$ cat config.mk
export PLATFORM = sky130hd
export DESIGN_NAME = pwm_output_stage
export DESIGN_NICKNAME = d
export VERILOG_FILES = /design/src/pkg/pwm_out_pkg.sv /design/src/pkg/dead_time_if.sv /design/src/logic/fault_filter.sv /design/src/logic/dead_time_pair.sv /design/src/logic/pwm_output_stage.sv
export SDC_FILE = /design/constraint.sdc
export NUM_CORES = 1
export LEC_CHECK = 0
export ABC_CLOCK_PERIOD_IN_PS = 10600
export BUFFER_PORTS_ARGS = -buffer_cell sky130_fd_sc_hd__buf_2
export CAP_MARGIN = 30
export CORE_UTILIZATION = 63
export CTS_CLUSTER_DIAMETER = 120
export DETAILED_ROUTE_END_ITERATION = 12
export PLACE_DENSITY = 0.95
export SLEW_MARGIN = 20
export SYNTH_ARGS = -nofsm -noshare
export SYNTH_HDL_FRONTEND = slang
export SYNTH_SLANG_ARGS = --single-unit
$ cat constraint.sdc
create_clock -name i_ref_clk -period 10.6 [get_ports i_ref_clk]
set_clock_uncertainty 0.1 [all_clocks]
set_input_delay 2.12 -clock i_ref_clk [delete_from_list [all_inputs] [get_ports i_ref_clk]]
set_output_delay 2.12 -clock i_ref_clk [all_outputs]
set_load 0.005 [all_outputs]
$ cat src/pkg/pwm_out_pkg.sv
// shared constants for the pwm output override and fault disable block
package pwm_out_pkg;
	// ------------------------------------------------------------
	// register byte offsets
	// ------------------------------------------------------------
	localparam logic [7:0] OFS_CTRL = 8'h00;
	localparam logic [7:0] OFS_OVERRIDE = 8'h04;
	localparam logic [7:0] OFS_DISABLE_MAP_REGISTER = 8'h08;
	localparam logic [7:0] OFS_FAULT_CTRL = 8'h0c;
	localparam logic [7:0] OFS_FAULT_STAT = 8'h10;
	localparam logic [7:0] OFS_DEAD_TIME = 8'h14;
	localparam logic [7:0] OFS_MODULUS = 8'h18;
	// ------------------------------------------------------------
	// control register bit positions
	// ------------------------------------------------------------
	localparam int B_EN = 0;
	localparam int B_OVR = 1;
	localparam int B_COMP = 2;
	localparam int B_DIS_X = 3;
	localparam int B_DIS_Y = 4;
	localparam int B_RL_IE = 5;
	localparam int B_RL_FLAG = 6;
	localparam int B_PRSC = 8;
	localparam int B_TOP_NEG = 10;
	localparam int B_BOT_NEG = 11;
	// ------------------------------------------------------------
	// fault register field positions
	// ------------------------------------------------------------
	localparam int B_FAULT_RECOVERY_MODE = 0;
	localparam int B_FIE = 4;
	localparam int B_FAULT_PIN_STATE = 0;
	localparam int B_FAULT_EVENT_FLAG = 4;
	localparam int B_FACK = 0;
	// ------------------------------------------------------------
	// reset values
	// ------------------------------------------------------------
	localparam logic [7:0] RST_DEAD_TIME = 8'h10;
	localparam logic [11:0] RST_MODULUS = 12'h100;
	localparam logic [11:0] RST_DISABLE_MAP_REGISTER = 12'hfff;
	localparam logic [1:0] PRSC_DIV1 = 2'h0;
endpackage

$ cat src/pkg/dead_time_if.sv
// carrier between the output stage and one dead-time pair
`timescale 1ns/1ps
`default_nettype none
interface dead_time_if;
	logic top_req;
	logic bot_req;
	logic comp;
	logic [7:0] dt;
	logic top_out;
	logic bot_out;
	modport drv (output top_req, output bot_req, output comp, output dt,
		input top_out, input bot_out);
	modport pair (input top_req, input bot_req, input comp, input dt,
		output top_out, output bot_out);
endinterface
`default_nettype wire

$ cat src/logic/fault_filter.sv
// synchroniser and glitch filter for one fault input
`timescale 1ns/1ps
`default_nettype none
module fault_filter (
	input wire logic i_ref_clk,
	input wire logic i_rst,
	input wire logic i_fault,
	output logic o_pin,
	output logic o_rise
);
	typedef struct packed {
		logic sync1;
		logic sync2;
		logic low_seen;
		logic hi_once;
		logic pin;
		logic rise;
	} ff_type;
	ff_type s_ff, nxt_s;
	always_comb begin
		nxt_s = s_ff;
		nxt_s.sync1 = i_fault;
		nxt_s.sync2 = s_ff.sync1;
		nxt_s.rise = 1'b0;
		if (!s_ff.pin) begin
			if (!s_ff.sync2) begin
				nxt_s.low_seen = 1'b1;
				nxt_s.hi_once = 1'b0;
			end else if (s_ff.low_seen) begin
				if (s_ff.hi_once) begin
					nxt_s.pin = 1'b1;
					nxt_s.rise = 1'b1;
					nxt_s.low_seen = 1'b0;
					nxt_s.hi_once = 1'b0;
				end else begin
					nxt_s.hi_once = 1'b1;
				end
			end
		end else if (!s_ff.sync2) begin
			nxt_s.pin = 1'b0;
			nxt_s.low_seen = 1'b1;
		end
	end
	always_ff @(posedge i_ref_clk or posedge i_rst) begin
		if (i_rst) begin
			s_ff <= '0;
		end else begin
			s_ff <= nxt_s;
		end
	end
	assign o_pin = s_ff.pin;
	assign o_rise = s_ff.rise;
endmodule
`default_nettype wire

$ cat src/logic/dead_time_pair.sv
// dead-time insertion for one top/bottom pair
`timescale 1ns/1ps
`default_nettype none
module dead_time_pair (
	input wire logic i_ref_clk,
	input wire logic i_rst,
	dead_time_if.pair pif
);
	typedef struct packed {
		logic prev;
		logic [7:0] cnt;
		logic top;
		logic bot;
	} dt_type;
	dt_type s_ff, nxt_s;
	always_comb begin
		nxt_s = s_ff;
		if (!pif.comp) begin
			nxt_s.prev = pif.top_req;
			nxt_s.cnt = 8'h00;
			nxt_s.top = pif.top_req;
			nxt_s.bot = pif.bot_req;
		end else if (pif.top_req != s_ff.prev) begin
			nxt_s.prev = pif.top_req;
			nxt_s.cnt = pif.dt;
			nxt_s.top = 1'b0;
			nxt_s.bot = 1'b0;
		end else if (s_ff.cnt != 8'h00) begin
			nxt_s.cnt = s_ff.cnt - 8'h01;
			nxt_s.top = 1'b0;
			nxt_s.bot = 1'b0;
		end else begin
			nxt_s.top = pif.top_req;
			nxt_s.bot = pif.bot_req & ~pif.top_req;
		end
	end
	always_ff @(posedge i_ref_clk or posedge i_rst) begin
		if (i_rst) begin
			s_ff <= '0;
		end else begin
			s_ff <= nxt_s;
		end
	end
	assign pif.top_out = s_ff.top;
	assign pif.bot_out = s_ff.bot;
endmodule
`default_nettype wire

$ cat src/logic/pwm_output_stage.sv
// six-channel pwm output stage with override and fault disable
//
// Design decisions made here: register access over Avalon-MM and the address map.
`timescale 1ns/1ps
`default_nettype none
module pwm_output_stage (
	input wire logic i_ref_clk,
	input wire logic i_rst,
	input wire logic [7:0] i_address,
	input wire logic i_read,
	input wire logic i_write,
	input wire logic [31:0] i_writedata,
	input wire logic [3:0] i_byteenable,
	output logic [31:0] o_readdata,
	output logic o_waitrequest,
	input wire logic [5:0] i_gen_level,
	input wire logic [3:0] i_fault,
	output logic [5:0] o_pwm,
	output logic [5:0] o_pwm_oe,
	output logic [3:0] o_fault_irq,
	output logic o_reload_irq,
	output logic o_cycle_start,
	output logic o_first_reload
);
	import pwm_out_pkg::*;
	// ------------------------------------------------------------
	// state
	// ------------------------------------------------------------
	typedef struct packed {
		logic wr;
		logic [31:0] rdata;
		logic en;
		logic ovr;
		logic comp;
		logic top_neg;
		logic bot_neg;
		logic dis_x;
		logic dis_y;
		logic rl_ie;
		logic rl_flag;
		logic rl_armed;
		logic rl_irq;
		logic [1:0] prsc;
		logic [5:0] lvl;
		logic [11:0] map;
		logic map_lock;
		logic [3:0] fault_recovery_mode;
		logic [3:0] fie;
		logic [3:0] fault_event_flag;
		logic [3:0] firq;
		logic [3:0] fdis;
		logic [1:0] sdis;
		logic [7:0] dt;
		logic [11:0] modulus;
		logic [11:0] cnt;
		logic [2:0] pre;
		logic cyc;
		logic first;
		logic src_ovr;
		logic drive;
		logic drive_wait;
		logic [5:0] pin;
		logic [5:0] oe;
	} st_type;
	st_type s_ff, nxt_s;
	logic [3:0] f_pin;
	logic [3:0] f_rise;
	logic [5:0] req;
	logic [2:0] dt_top;
	logic [2:0] dt_bot;
	dead_time_if pif[3] ();
	// ------------------------------------------------------------
	// helpers
	// ------------------------------------------------------------
	function automatic logic [31:0] merge(input logic [31:0] old,
		input logic [31:0] wdat, input logic [3:0] be);
		logic [31:0] r;
		r = old;
		for (int b = 0; b < 4; b++) begin
			if (be[b]) begin
				r[b*8 +: 8] = wdat[b*8 +: 8];
			end
		end
		return r;
	endfunction
	function automatic logic [2:0] pre_mask(input logic [1:0] sel);
		logic [2:0] m;
		case (sel)
			2'h0: m = 3'h0;
			2'h1: m = 3'h1;
			2'h2: m = 3'h3;
			default: m = 3'h7;
		endcase
		return m;
	endfunction
	function automatic logic [31:0] ctrl_word(input st_type s);
		logic [31:0] r;
		r = 32'h0000_0000;
		r[B_EN] = s.en;
		r[B_OVR] = s.ovr;
		r[B_COMP] = s.comp;
		r[B_DIS_X] = s.dis_x;
		r[B_DIS_Y] = s.dis_y;
		r[B_RL_IE] = s.rl_ie;
		r[B_RL_FLAG] = s.rl_flag;
		r[B_PRSC +: 2] = s.prsc;
		r[B_TOP_NEG] = s.top_neg;
		r[B_BOT_NEG] = s.bot_neg;
		return r;
	endfunction
	// ------------------------------------------------------------
	// submodules
	// ------------------------------------------------------------
	genvar g;
	generate
		for (g = 0; g < 4; g++) begin : g_flt
			fault_filter u_flt (
				.i_ref_clk(i_ref_clk),
				.i_rst(i_rst),
				.i_fault(i_fault[g]),
				.o_pin(f_pin[g]),
				.o_rise(f_rise[g])
			);
		end
		for (g = 0; g < 3; g++) begin : g_dt
			assign pif[g].top_req = req[2*g];
			assign pif[g].bot_req = req[2*g+1];
			assign pif[g].comp = s_ff.comp;
			assign pif[g].dt = s_ff.dt;
			assign dt_top[g] = pif[g].top_out;
			assign dt_bot[g] = pif[g].bot_out;
			dead_time_pair u_dt (
				.i_ref_clk(i_ref_clk),
				.i_rst(i_rst),
				.pif(pif[g])
			);
		end
	endgenerate
	// ------------------------------------------------------------
	// next state
	// ------------------------------------------------------------
	always_comb begin
		logic acc;
		logic wr_ctrl;
		logic [31:0] w;
		logic [5:0] gen;
		logic tick;
		logic clr_ok;
		logic bx;
		logic by;
		logic [5:0] mask;
		logic [5:0] act;
		acc = 1'b0;
		wr_ctrl = 1'b0;
		w = 32'h0000_0000;
		gen = 6'h00;
		tick = 1'b0;
		clr_ok = 1'b0;
		bx = 1'b0;
		by = 1'b0;
		mask = 6'h00;
		act = 6'h00;
		req = 6'h00;
		nxt_s = s_ff;
		nxt_s.cyc = 1'b0;
		nxt_s.first = 1'b0;
		nxt_s.wr = !((i_read || i_write) && s_ff.wr);
		acc = (i_read || i_write) && !s_ff.wr;
		if ((i_read || i_write) && s_ff.wr) begin
			case (i_address)
				OFS_CTRL: nxt_s.rdata = ctrl_word(s_ff);
				OFS_OVERRIDE: nxt_s.rdata = {26'h0, s_ff.lvl};
				OFS_DISABLE_MAP_REGISTER: nxt_s.rdata = {20'h0, s_ff.map};
				OFS_FAULT_CTRL: nxt_s.rdata = {24'h0, s_ff.fie, s_ff.fault_recovery_mode};
				OFS_FAULT_STAT: nxt_s.rdata = {24'h0, s_ff.fault_event_flag, f_pin};
				OFS_DEAD_TIME: nxt_s.rdata = {24'h0, s_ff.dt};
				OFS_MODULUS: nxt_s.rdata = {20'h0, s_ff.modulus};
				default: nxt_s.rdata = 32'h0000_0000;
			endcase
		end
		if (acc && i_read && i_address == OFS_CTRL && s_ff.rl_flag) begin
			nxt_s.rl_armed = 1'b1;
		end
		if (acc && i_write) begin
			case (i_address)
				OFS_CTRL: begin
					w = merge(ctrl_word(s_ff), i_writedata, i_byteenable);
					wr_ctrl = 1'b1;
					nxt_s.en = w[B_EN];
					nxt_s.ovr = w[B_OVR];
					nxt_s.comp = w[B_COMP];
					nxt_s.dis_x = w[B_DIS_X];
					nxt_s.dis_y = w[B_DIS_Y];
					nxt_s.rl_ie = w[B_RL_IE];
					nxt_s.prsc = w[B_PRSC +: 2];
					nxt_s.top_neg = w[B_TOP_NEG];
					nxt_s.bot_neg = w[B_BOT_NEG];
					if (!w[B_RL_FLAG] && s_ff.rl_armed) begin
						nxt_s.rl_flag = 1'b0;
					end
					nxt_s.rl_armed = 1'b0;
				end
				OFS_OVERRIDE: begin
					w = merge({26'h0, s_ff.lvl}, i_writedata, i_byteenable);
					nxt_s.lvl = w[5:0];
				end
				OFS_DISABLE_MAP_REGISTER: begin
					if (!s_ff.map_lock) begin
						w = merge({20'h0, s_ff.map}, i_writedata, i_byteenable);
						nxt_s.map = w[11:0];
						nxt_s.map_lock = 1'b1;
					end
				end
				OFS_FAULT_CTRL: begin
					w = merge({24'h0, s_ff.fie, s_ff.fault_recovery_mode}, i_writedata,
						i_byteenable);
					nxt_s.fault_recovery_mode = w[B_FAULT_RECOVERY_MODE +: 4];
					nxt_s.fie = w[B_FIE +: 4];
					nxt_s.firq = s_ff.firq & w[B_FIE +: 4];
				end
				OFS_FAULT_STAT: begin
					if (i_byteenable[0]) begin
						nxt_s.fault_event_flag = s_ff.fault_event_flag & ~i_writedata[B_FACK +: 4];
						nxt_s.firq = nxt_s.firq & ~i_writedata[B_FACK +: 4];
					end
				end
				OFS_DEAD_TIME: begin
					w = merge({24'h0, s_ff.dt}, i_writedata, i_byteenable);
					nxt_s.dt = w[7:0];
				end
				OFS_MODULUS: begin
					w = merge({20'h0, s_ff.modulus}, i_writedata, i_byteenable);
					nxt_s.modulus = w[11:0];
				end
				default: ;
			endcase
		end
		gen = s_ff.en ? i_gen_level : 6'h00;
		if (!s_ff.en) begin
			nxt_s.cnt = 12'h000;
			nxt_s.pre = 3'h0;
			nxt_s.drive = 1'b0;
			nxt_s.drive_wait = 1'b0;
		end else if (s_ff.pre == pre_mask(s_ff.prsc)) begin
			nxt_s.pre = 3'h0;
			if (s_ff.cnt + 12'h001 >= s_ff.modulus) begin
				nxt_s.cnt = 12'h000;
				nxt_s.cyc = 1'b1;
			end else begin
				nxt_s.cnt = s_ff.cnt + 12'h001;
			end
		end else begin
			nxt_s.pre = s_ff.pre + 3'h1;
		end
		if (s_ff.cyc) begin
			nxt_s.rl_flag = 1'b1;
			nxt_s.rl_armed = 1'b0;
			if (s_ff.drive_wait) begin
				nxt_s.drive = 1'b1;
				nxt_s.drive_wait = 1'b0;
			end
		end
		if (wr_ctrl && nxt_s.en && !s_ff.en) begin
			nxt_s.rl_flag = 1'b1;
			nxt_s.rl_armed = 1'b0;
			nxt_s.first = 1'b1;
			if (nxt_s.prsc == PRSC_DIV1) begin
				nxt_s.drive = 1'b1;
			end else begin
				nxt_s.drive_wait = 1'b1;
			end
		end
		nxt_s.rl_irq = nxt_s.rl_flag && nxt_s.rl_ie;
		if (s_ff.ovr) begin
			nxt_s.src_ovr = 1'b1;
		end else if (s_ff.cyc || !s_ff.en) begin
			nxt_s.src_ovr = 1'b0;
		end
		tick = s_ff.cyc || s_ff.src_ovr;
		for (int i = 0; i < 4; i++) begin
			if (s_ff.fault_recovery_mode[i]) begin
				clr_ok = !f_pin[i];
			end else begin
				clr_ok = !s_ff.fault_event_flag[i] && ((i % 2 == 0) || !f_pin[i]);
			end
			if (tick && clr_ok) begin
				nxt_s.fdis[i] = 1'b0;
			end
			if (f_rise[i]) begin
				nxt_s.fdis[i] = 1'b1;
				nxt_s.fault_event_flag[i] = 1'b1;
				if (nxt_s.fie[i]) begin
					nxt_s.firq[i] = 1'b1;
				end
			end
		end
		nxt_s.sdis[0] = s_ff.dis_x || (s_ff.sdis[0] && !tick);
		nxt_s.sdis[1] = s_ff.dis_y || (s_ff.sdis[1] && !tick);
		for (int p = 0; p < 3; p++) begin
			if (s_ff.src_ovr) begin
				req[2*p] = s_ff.lvl[2*p];
				if (s_ff.comp) begin
					req[2*p+1] = s_ff.lvl[2*p+1] && !s_ff.lvl[2*p];
				end else begin
					req[2*p+1] = s_ff.lvl[2*p+1];
				end
			end else begin
				req[2*p] = gen[2*p];
				req[2*p+1] = s_ff.comp ? !gen[2*p] : gen[2*p+1];
			end
			act[2*p] = dt_top[p];
			act[2*p+1] = dt_bot[p];
		end
		bx = s_ff.fdis[0] || s_ff.fdis[1] || s_ff.sdis[0] || s_ff.dis_x;
		by = s_ff.fdis[2] || s_ff.fdis[3] || s_ff.sdis[1] || s_ff.dis_y;
		mask = (bx ? s_ff.map[5:0] : 6'h00) | (by ? s_ff.map[11:6] : 6'h00);
		nxt_s.pin = (act & ~mask)
			^ {3{s_ff.bot_neg, s_ff.top_neg}};
		nxt_s.oe = {6{(s_ff.drive && s_ff.en) || s_ff.ovr}};
	end
	// ------------------------------------------------------------
	// registers
	// ------------------------------------------------------------
	always_ff @(posedge i_ref_clk or posedge i_rst) begin
		if (i_rst) begin
			s_ff <= '0;
			s_ff.wr <= 1'b1;
			s_ff.map <= RST_DISABLE_MAP_REGISTER;
			s_ff.dt <= RST_DEAD_TIME;
			s_ff.modulus <= RST_MODULUS;
		end else begin
			s_ff <= nxt_s;
		end
	end
	// ------------------------------------------------------------
	// outputs
	// ------------------------------------------------------------
	assign o_readdata = s_ff.rdata;
	assign o_waitrequest = s_ff.wr;
	assign o_pwm = s_ff.pin;
	assign o_pwm_oe = s_ff.oe;
	assign o_fault_irq = s_ff.firq;
	assign o_reload_irq = s_ff.rl_irq;
	assign o_cycle_start = s_ff.cyc;
	assign o_first_reload = s_ff.first;
endmodule
`default_nettype wire

-- After elaboration in Yosys (flattened, before gate mapping)
Cells that the tools add are included.
- word-level logic and storage cells: 363
- bits in registers: 191
- input port bits: 58
- output and inout port bits: 52
- $add $sub $neg: 5
- multiplexer cells: 137
- $lt $le $gt $ge: 1
- bitwise operators: 19
- equal/unequal tests: 29
- reduce and logical (&&, ||, !) cells: 94
- operators with widths (kind ; number):
    $pmux W12 S7 ; 1
    $mux W8 ; 9
    $mux W1 ; 69
    $mux W10 ; 5
    $mux W2 ; 25
    $mux W37 ; 1
    $reduce_bool A2 Y1 ; 17
    $mux W11 ; 3
    $reduce_and A3 Y1 ; 11
    $mux W6 ; 5
    $mux W4 ; 7
    $mux W13 ; 2
    $eq A8 B5 Y1 const B ; 3
    $mux W12 ; 2
    $reduce_bool A8 Y1 ; 3
    $sub A8 B1 Y8 const B ; 3
    $logic_and A1 B1 Y1 ; 22
    $mux W7 ; 3
    $logic_not A1 Y1 ; 19
    $eq A8 B4 Y1 const B ; 2
    $ne A2 B2 Y1 const B ; 8
    $mux W15 ; 1
    $add A12 B1 Y12 const B ; 1
    $and A4 B4 Y4 ; 3
    25 further kinds ; 60

-- Logic depth before layout (Yosys ltp)
- word-level depth: 13
- mapped depth: 11
- mapped depth without buffers: 11

-- By module
A second synthesis with hierarchy kept.
- cell total of the unflattened synthesis: 841
- area total of the unflattened synthesis: 8959.8 um^2
- modules (own cells, without submodules) (module ; cells each ; sequential area each (um^2) ; area an instance (um^2) ; times used):
    pwm_output_stage ; 594 ; 2871.5 ; 6237.2 ; 1
    dead_time_pair ; 61 ; 275.3 ; 615.6 ; 3
    fault_filter ; 16 ; 150.1 ; 219.0 ; 4

-- Least setup slack after synthesis
No wires, ideal clock.
- path type: input-to-reg
- start point: input port i_address[3]
- end point: register s_ff, in the netlist o_reload_irq
- data required time: 10.381 ns
- stages: 7
- arrival: 3.467 ns
- slack: 6.914 ns
- path buffers: 2
- setup time: 0.119 ns
- cells stage by stage: buf_6 -> nor4_4 -> and4_1 -> buf_6 -> nand3b_2 -> a211o_1 -> and2_1
- RTL lines (what ; RTL line ; RTL):
    from (decl) ; pwm_output_stage.sv:9 ; input wire logic [7:0] i_address,
    to (signal assigned) ; pwm_output_stage.sv:332 ; s_ff <= nxt_s;
    to (decl) ; pwm_output_stage.sv:65 ; st_type s_ff, nxt_s;

-- Final worst setup path
- start point: input port i_address[5]
- end point: register pif[0].dt[6] (netlist name)
- word-level cells in the longest chain between the ends: 2
- ends and longest elaborated chain (what ; RTL line ; RTL):
    $eq A8 B5 Y1 ; pwm_output_stage.sv:185 ; case (i_address)
    $reduce_and A3 Y1 (no line) ; - ;
No other way between the ends.
A chain may end at the register's enable or synchronous reset.

==> summary by stage <==
STA
After routing, the total negative slack on setup checks comes to 0 ps. For the finished layout, the period the worst path requires is 4120 ps. Setup repair after global routing left no endpoint under its margin. The count of pins over their slew limit is 0. The worst-margin pin slew is 970 ps. The headroom to the max-slew limit is 34.8%.

The total count of hold-check failures in the final report was 0. Setup violations remaining at the end of the flow were counted as 0. The final cycle utilization of the critical path is 38.9%. Derived from the worst setup path, the maximum achievable clock frequency is 243 MHz.

Clocking
The number of CTS-inserted buffers is 17. After clock tree synthesis, the setup repair step added 0 buffers. The clock-pin transition on the worst setup and hold timing paths is 60 ps. The clock passes through at most 2 buffers. The count of hold-fix buffers inserted at cts is 0. The post-cts resize count is 0. In this run the number of H-tree levels came out at 4.

For this design, the sink count on the clock tree is 171. The root buffer cell chosen for the clock tree is sky130_fd_sc_hd__clkbuf_16. The CTS tree is yes.

The later-pin clock latency in the skew report is 430 ps.

Route
The detailed router finished its first iteration with 729 violations. The routed layout has 6578 vias. The length of the first detailed-routing pass in iterations is 5. Using the TritonRoute via totals, the vias-per-cell ratio works out to 6.32. The routed wire length is 20.8 mm. The count of nets left with antenna violations once routing finished came out at 0. The average wire length per cell after detail routing is 20.0 um. The remaining design rule violation count is 0.

GRT
For this run, global-route usage on met2 was measured as 47.3%. Global routing finished with a remaining overflow of 0. The global-route wire length before repair is 33.4 mm. The maximum number of pins on one net before global-route repair is 61. Global routing consumed, on the met1 layer, 41.0% of the routing resources. The most heavily used metal layer in global routing is met2. The number of antenna violations at the first check in global routing came to 0. The via count of the first global-routing pass was 6370.

In the global route stage, overall resource usage came out at 30.9%. The met3 demand-to-capacity share in global routing is 7.51%.

Die
The initial cell density of the core is 65.5%. Row generation in the floorplan step produced 42 rows. The floorplan step defined a die boundary enclosing 14400 sq um. The floorplan die height is 120 um. The total area inside the core boundary comes to 13400 sq um. The die width is 120 um. The number of primary I/O pins is 110.

Pwr
Of the total power, registers draw 48.9%. Summing internal, switching and leakage power gives 1560 uW. The internal power of the cells totals 1110 uW. The clock network fraction of design power is 35.2%. In this run the power spent charging and discharging nets is 454 uW.

The switching part of the total is 29.1%. The combinational fraction of design power is 15.8%. The worst-case IR drop observed on VDD is 0.103 mV. The static power due to leakage is 0.00449 uW. In this run the power density over the cells is 164 nW/um^2.

Placed design
The final weighted congestion of routability-driven global placement is 0.935. The count of input and output buffers is 67. After legalization and detailed placement, the total HPWL measured 14.3 mm.

Logic synthesis
The cell area after technology mapping is 8780 sq um. The mean cell area of the mapped netlist is 10.8 sq um. The sequential-to-total area share from yosys stat is 49.0%. The biggest area consumer among synthesized cells is sky130_fd_sc_hd__dfrtp_1. Ranked by instance count, the synthesized netlist is headed by 156 x sky130_fd_sc_hd__dfrtp_1, 74 x sky130_fd_sc_hd__nand2_1, 68 x sky130_fd_sc_hd__mux2_2. Synthesis produced a netlist whose cell count is 813. The top cell type by area accounts for 44.5% of the synthesized area. By area the synthesized netlist is led by sky130_fd_sc_hd__dfrtp_1 44%, sky130_fd_sc_hd__mux2_2 8.7%, sky130_fd_sc_hd__dfstp_2 4.5%, sky130_fd_sc_hd__buf_4 4.2%, sky130_fd_sc_hd__nand2_1 3.2%. The fraction of registers with async set/reset is 100%. Yosys instantiated no cell more often than sky130_fd_sc_hd__dfrtp_1. Among all flip-flop cells after synthesis, the most frequent one is sky130_fd_sc_hd__dfrtp_1. Yosys printed 0 warnings. The synthesized design contains 0 enable-type register cells. Synthesis inferred 171 register bits. The number of distinct library cell variants in the gate-level netlist after synthesis is 72.

Worst setup path
Along the worst path, the maximum fanout reaches 8. Walking the worst path, the cells encountered are buf_2 -> nor3_1 -> nor2b_1 -> nand3_1 -> mux2_2. Together, buffers and inverters on the worst path number 1. Grouping stages by cell kind, the critical path spends the most delay in simple AND/OR/NAND/NOR gates. The data arrival time of the critical path is 4330 ps. The required time at the worst-slack endpoint is 10810 ps. The element type at the critical path end is a register.

The peak per-stage delay on the critical path is 790 ps. The kind of critical path is in2reg. The category of the worst setup path launch point is an input port. For this design, the slowest cell found on the critical path is sky130_fd_sc_hd__nor3_1.

Job
The count of maximum capacitance violations is 0.

Finish
The repair_antennas step left the layout with diodes totalling 0. The footprint of the multi-input gates is 3930 sq um. The area added between synthesis and finish is 8.35%. The sequential cell area is 4300 sq um.

The number of nets in the layout is 927. Of the cells placed in the final design, the portion with a size suffix greater than 1 is 22.7%. The total of fill cells in the finished design is 904.

Outcome
The flow ran to the end, and the final reports show no timing, DRC or antenna violations.

Hold path
The path class of the tightest hold or removal check is reg2reg.
==> placed cells by master, fill, tap and decap left out, drive strengths merged, types with 13 or more instances in the layout <==
| cell | Yosys | final |
|---|---|---|
| nor2 | 45 | 45 |
| nand2 | 75 | 75 |
| ha | 17 | 17 |
| a21oi | 17 | 17 |
| a211oi | 19 | 19 |
| a22oi | 14 | 14 |
| dfrtp | 156 | 156 |
| xnor2 | 31 | 31 |
| mux2i | 13 | 13 |
| inv | 40 | 40 |
| clkbuf | 13 | 27 |
| nor2b | 15 | 15 |
| buf | 58 | 70 |
| mux2 | 68 | 68 |
| o21ai | 38 | 38 |
| conb | 1 | 20 |
| dfstp | 15 | 15 |
==> stage by stage <==
| stage | cell area, sq um | cells | setup slack (ps) | hold WS (ps) | util (%) |
|---|---|---|---|---|---|
| 6_report | 9510 | 1041 | 6480 | 249 | 71.0 |
| 5_1_grt | 9510 | 1041 | 6410 | 253 | 71.0 |
| 4_1_cts | 9490 | 1039 | 6590 | 251 | 70.8 |
| 3_5_place_dp | 8980 | 1007 | 6110 | 237 | 67.0 |
| 3_3_place_gp | 8950 | 1006 | 6230 | 234 | 66.8 |
| 2_1_floorplan | 8850 | 832 | 3770 | 231 | - |
==> power by group through the flow <==
| stage | clock network [uW] | logic [uW] | registers [uW] |
|---|---|---|---|
| global placement | 0 | 226 | 769 |
| detailed placement | 0 | 241 | 772 |
| finish | 550 | 247 | 764 |
| floorplan | 0 | 189 | 753 |
| CTS | 555 | 244 | 761 |
| global route | 585 | 275 | 770 |
==> flip-flops by register name, summed over array words and instances (netlist names), 3 cells and up <==
signal / cells
o_readdata: 12
g_flt.u_flt.s_ff: 12
pif.dt: 8
o_pwm: 6
g_dt.u_dt.pif.bot_out: 3
g_flt.u_flt.o_pin: 4
g_flt.u_flt.o_rise: 4
s_ff: 78
g_dt.u_dt.s_ff: 27
g_flt.u_flt.nxt_s: 4
o_fault_irq: 4
g_dt.u_dt.pif.top_out: 3
==> path summary, 6_finish.rpt <==
path	startpoint	to	slack [ps]	depth (start not counted)
max in group asynchronous	i_rst	pif[0].dt[2]	7330	4
min in group asynchronous	i_rst	g_flt[2].u_flt.s_ff[4]	1650	2
worst min register to register	g_flt[1].u_flt.nxt_s[4]	g_flt[1].u_flt.s_ff[4]	250	0
worst max-delay path	i_address[5]	pif[0].dt[6]	6480	5
worst max register to register	s_ff[22]	s_ff[22]	7450	11
worst min-delay path	g_flt[1].u_flt.nxt_s[4]	g_flt[1].u_flt.s_ff[4]	250	0
==> cells by family (layout without fill, tap and decap cells) <==
kind of cell	after synthesis	in the layout	share of synthesized area, %
compound gates	166	166	13.2
xor+xnor	42	42	4.19
fa+ha+maj	17	17	2.42
buf+inv	111	144	7.13
flops	171	171	49.0
mux	84	84	11.0
other cells	1	20	0.0427
simple gates	221	221	13.1
==> layer usage <==
layer  vias to the layer above  part of all wire (%)
li1                       2920                     -
met4                         0                   4.0
met3                        72                   9.7
met1                      3225                    40
met2                       361                    47
met5                         -                     0
==> layout make-up <==
cell class | instances | share of cell area [%]
tap | 176 | 2.32
multi-input combinational | 550 | 41.4
clock buffer | 25 | 4.89
timing repair buffer | 72 | 4.13
sequential | 171 | 45.2
inverter | 40 | 1.63
clock inverter | 7 | 0.487
Note: power is estimated with default switching activity, not from simulation.
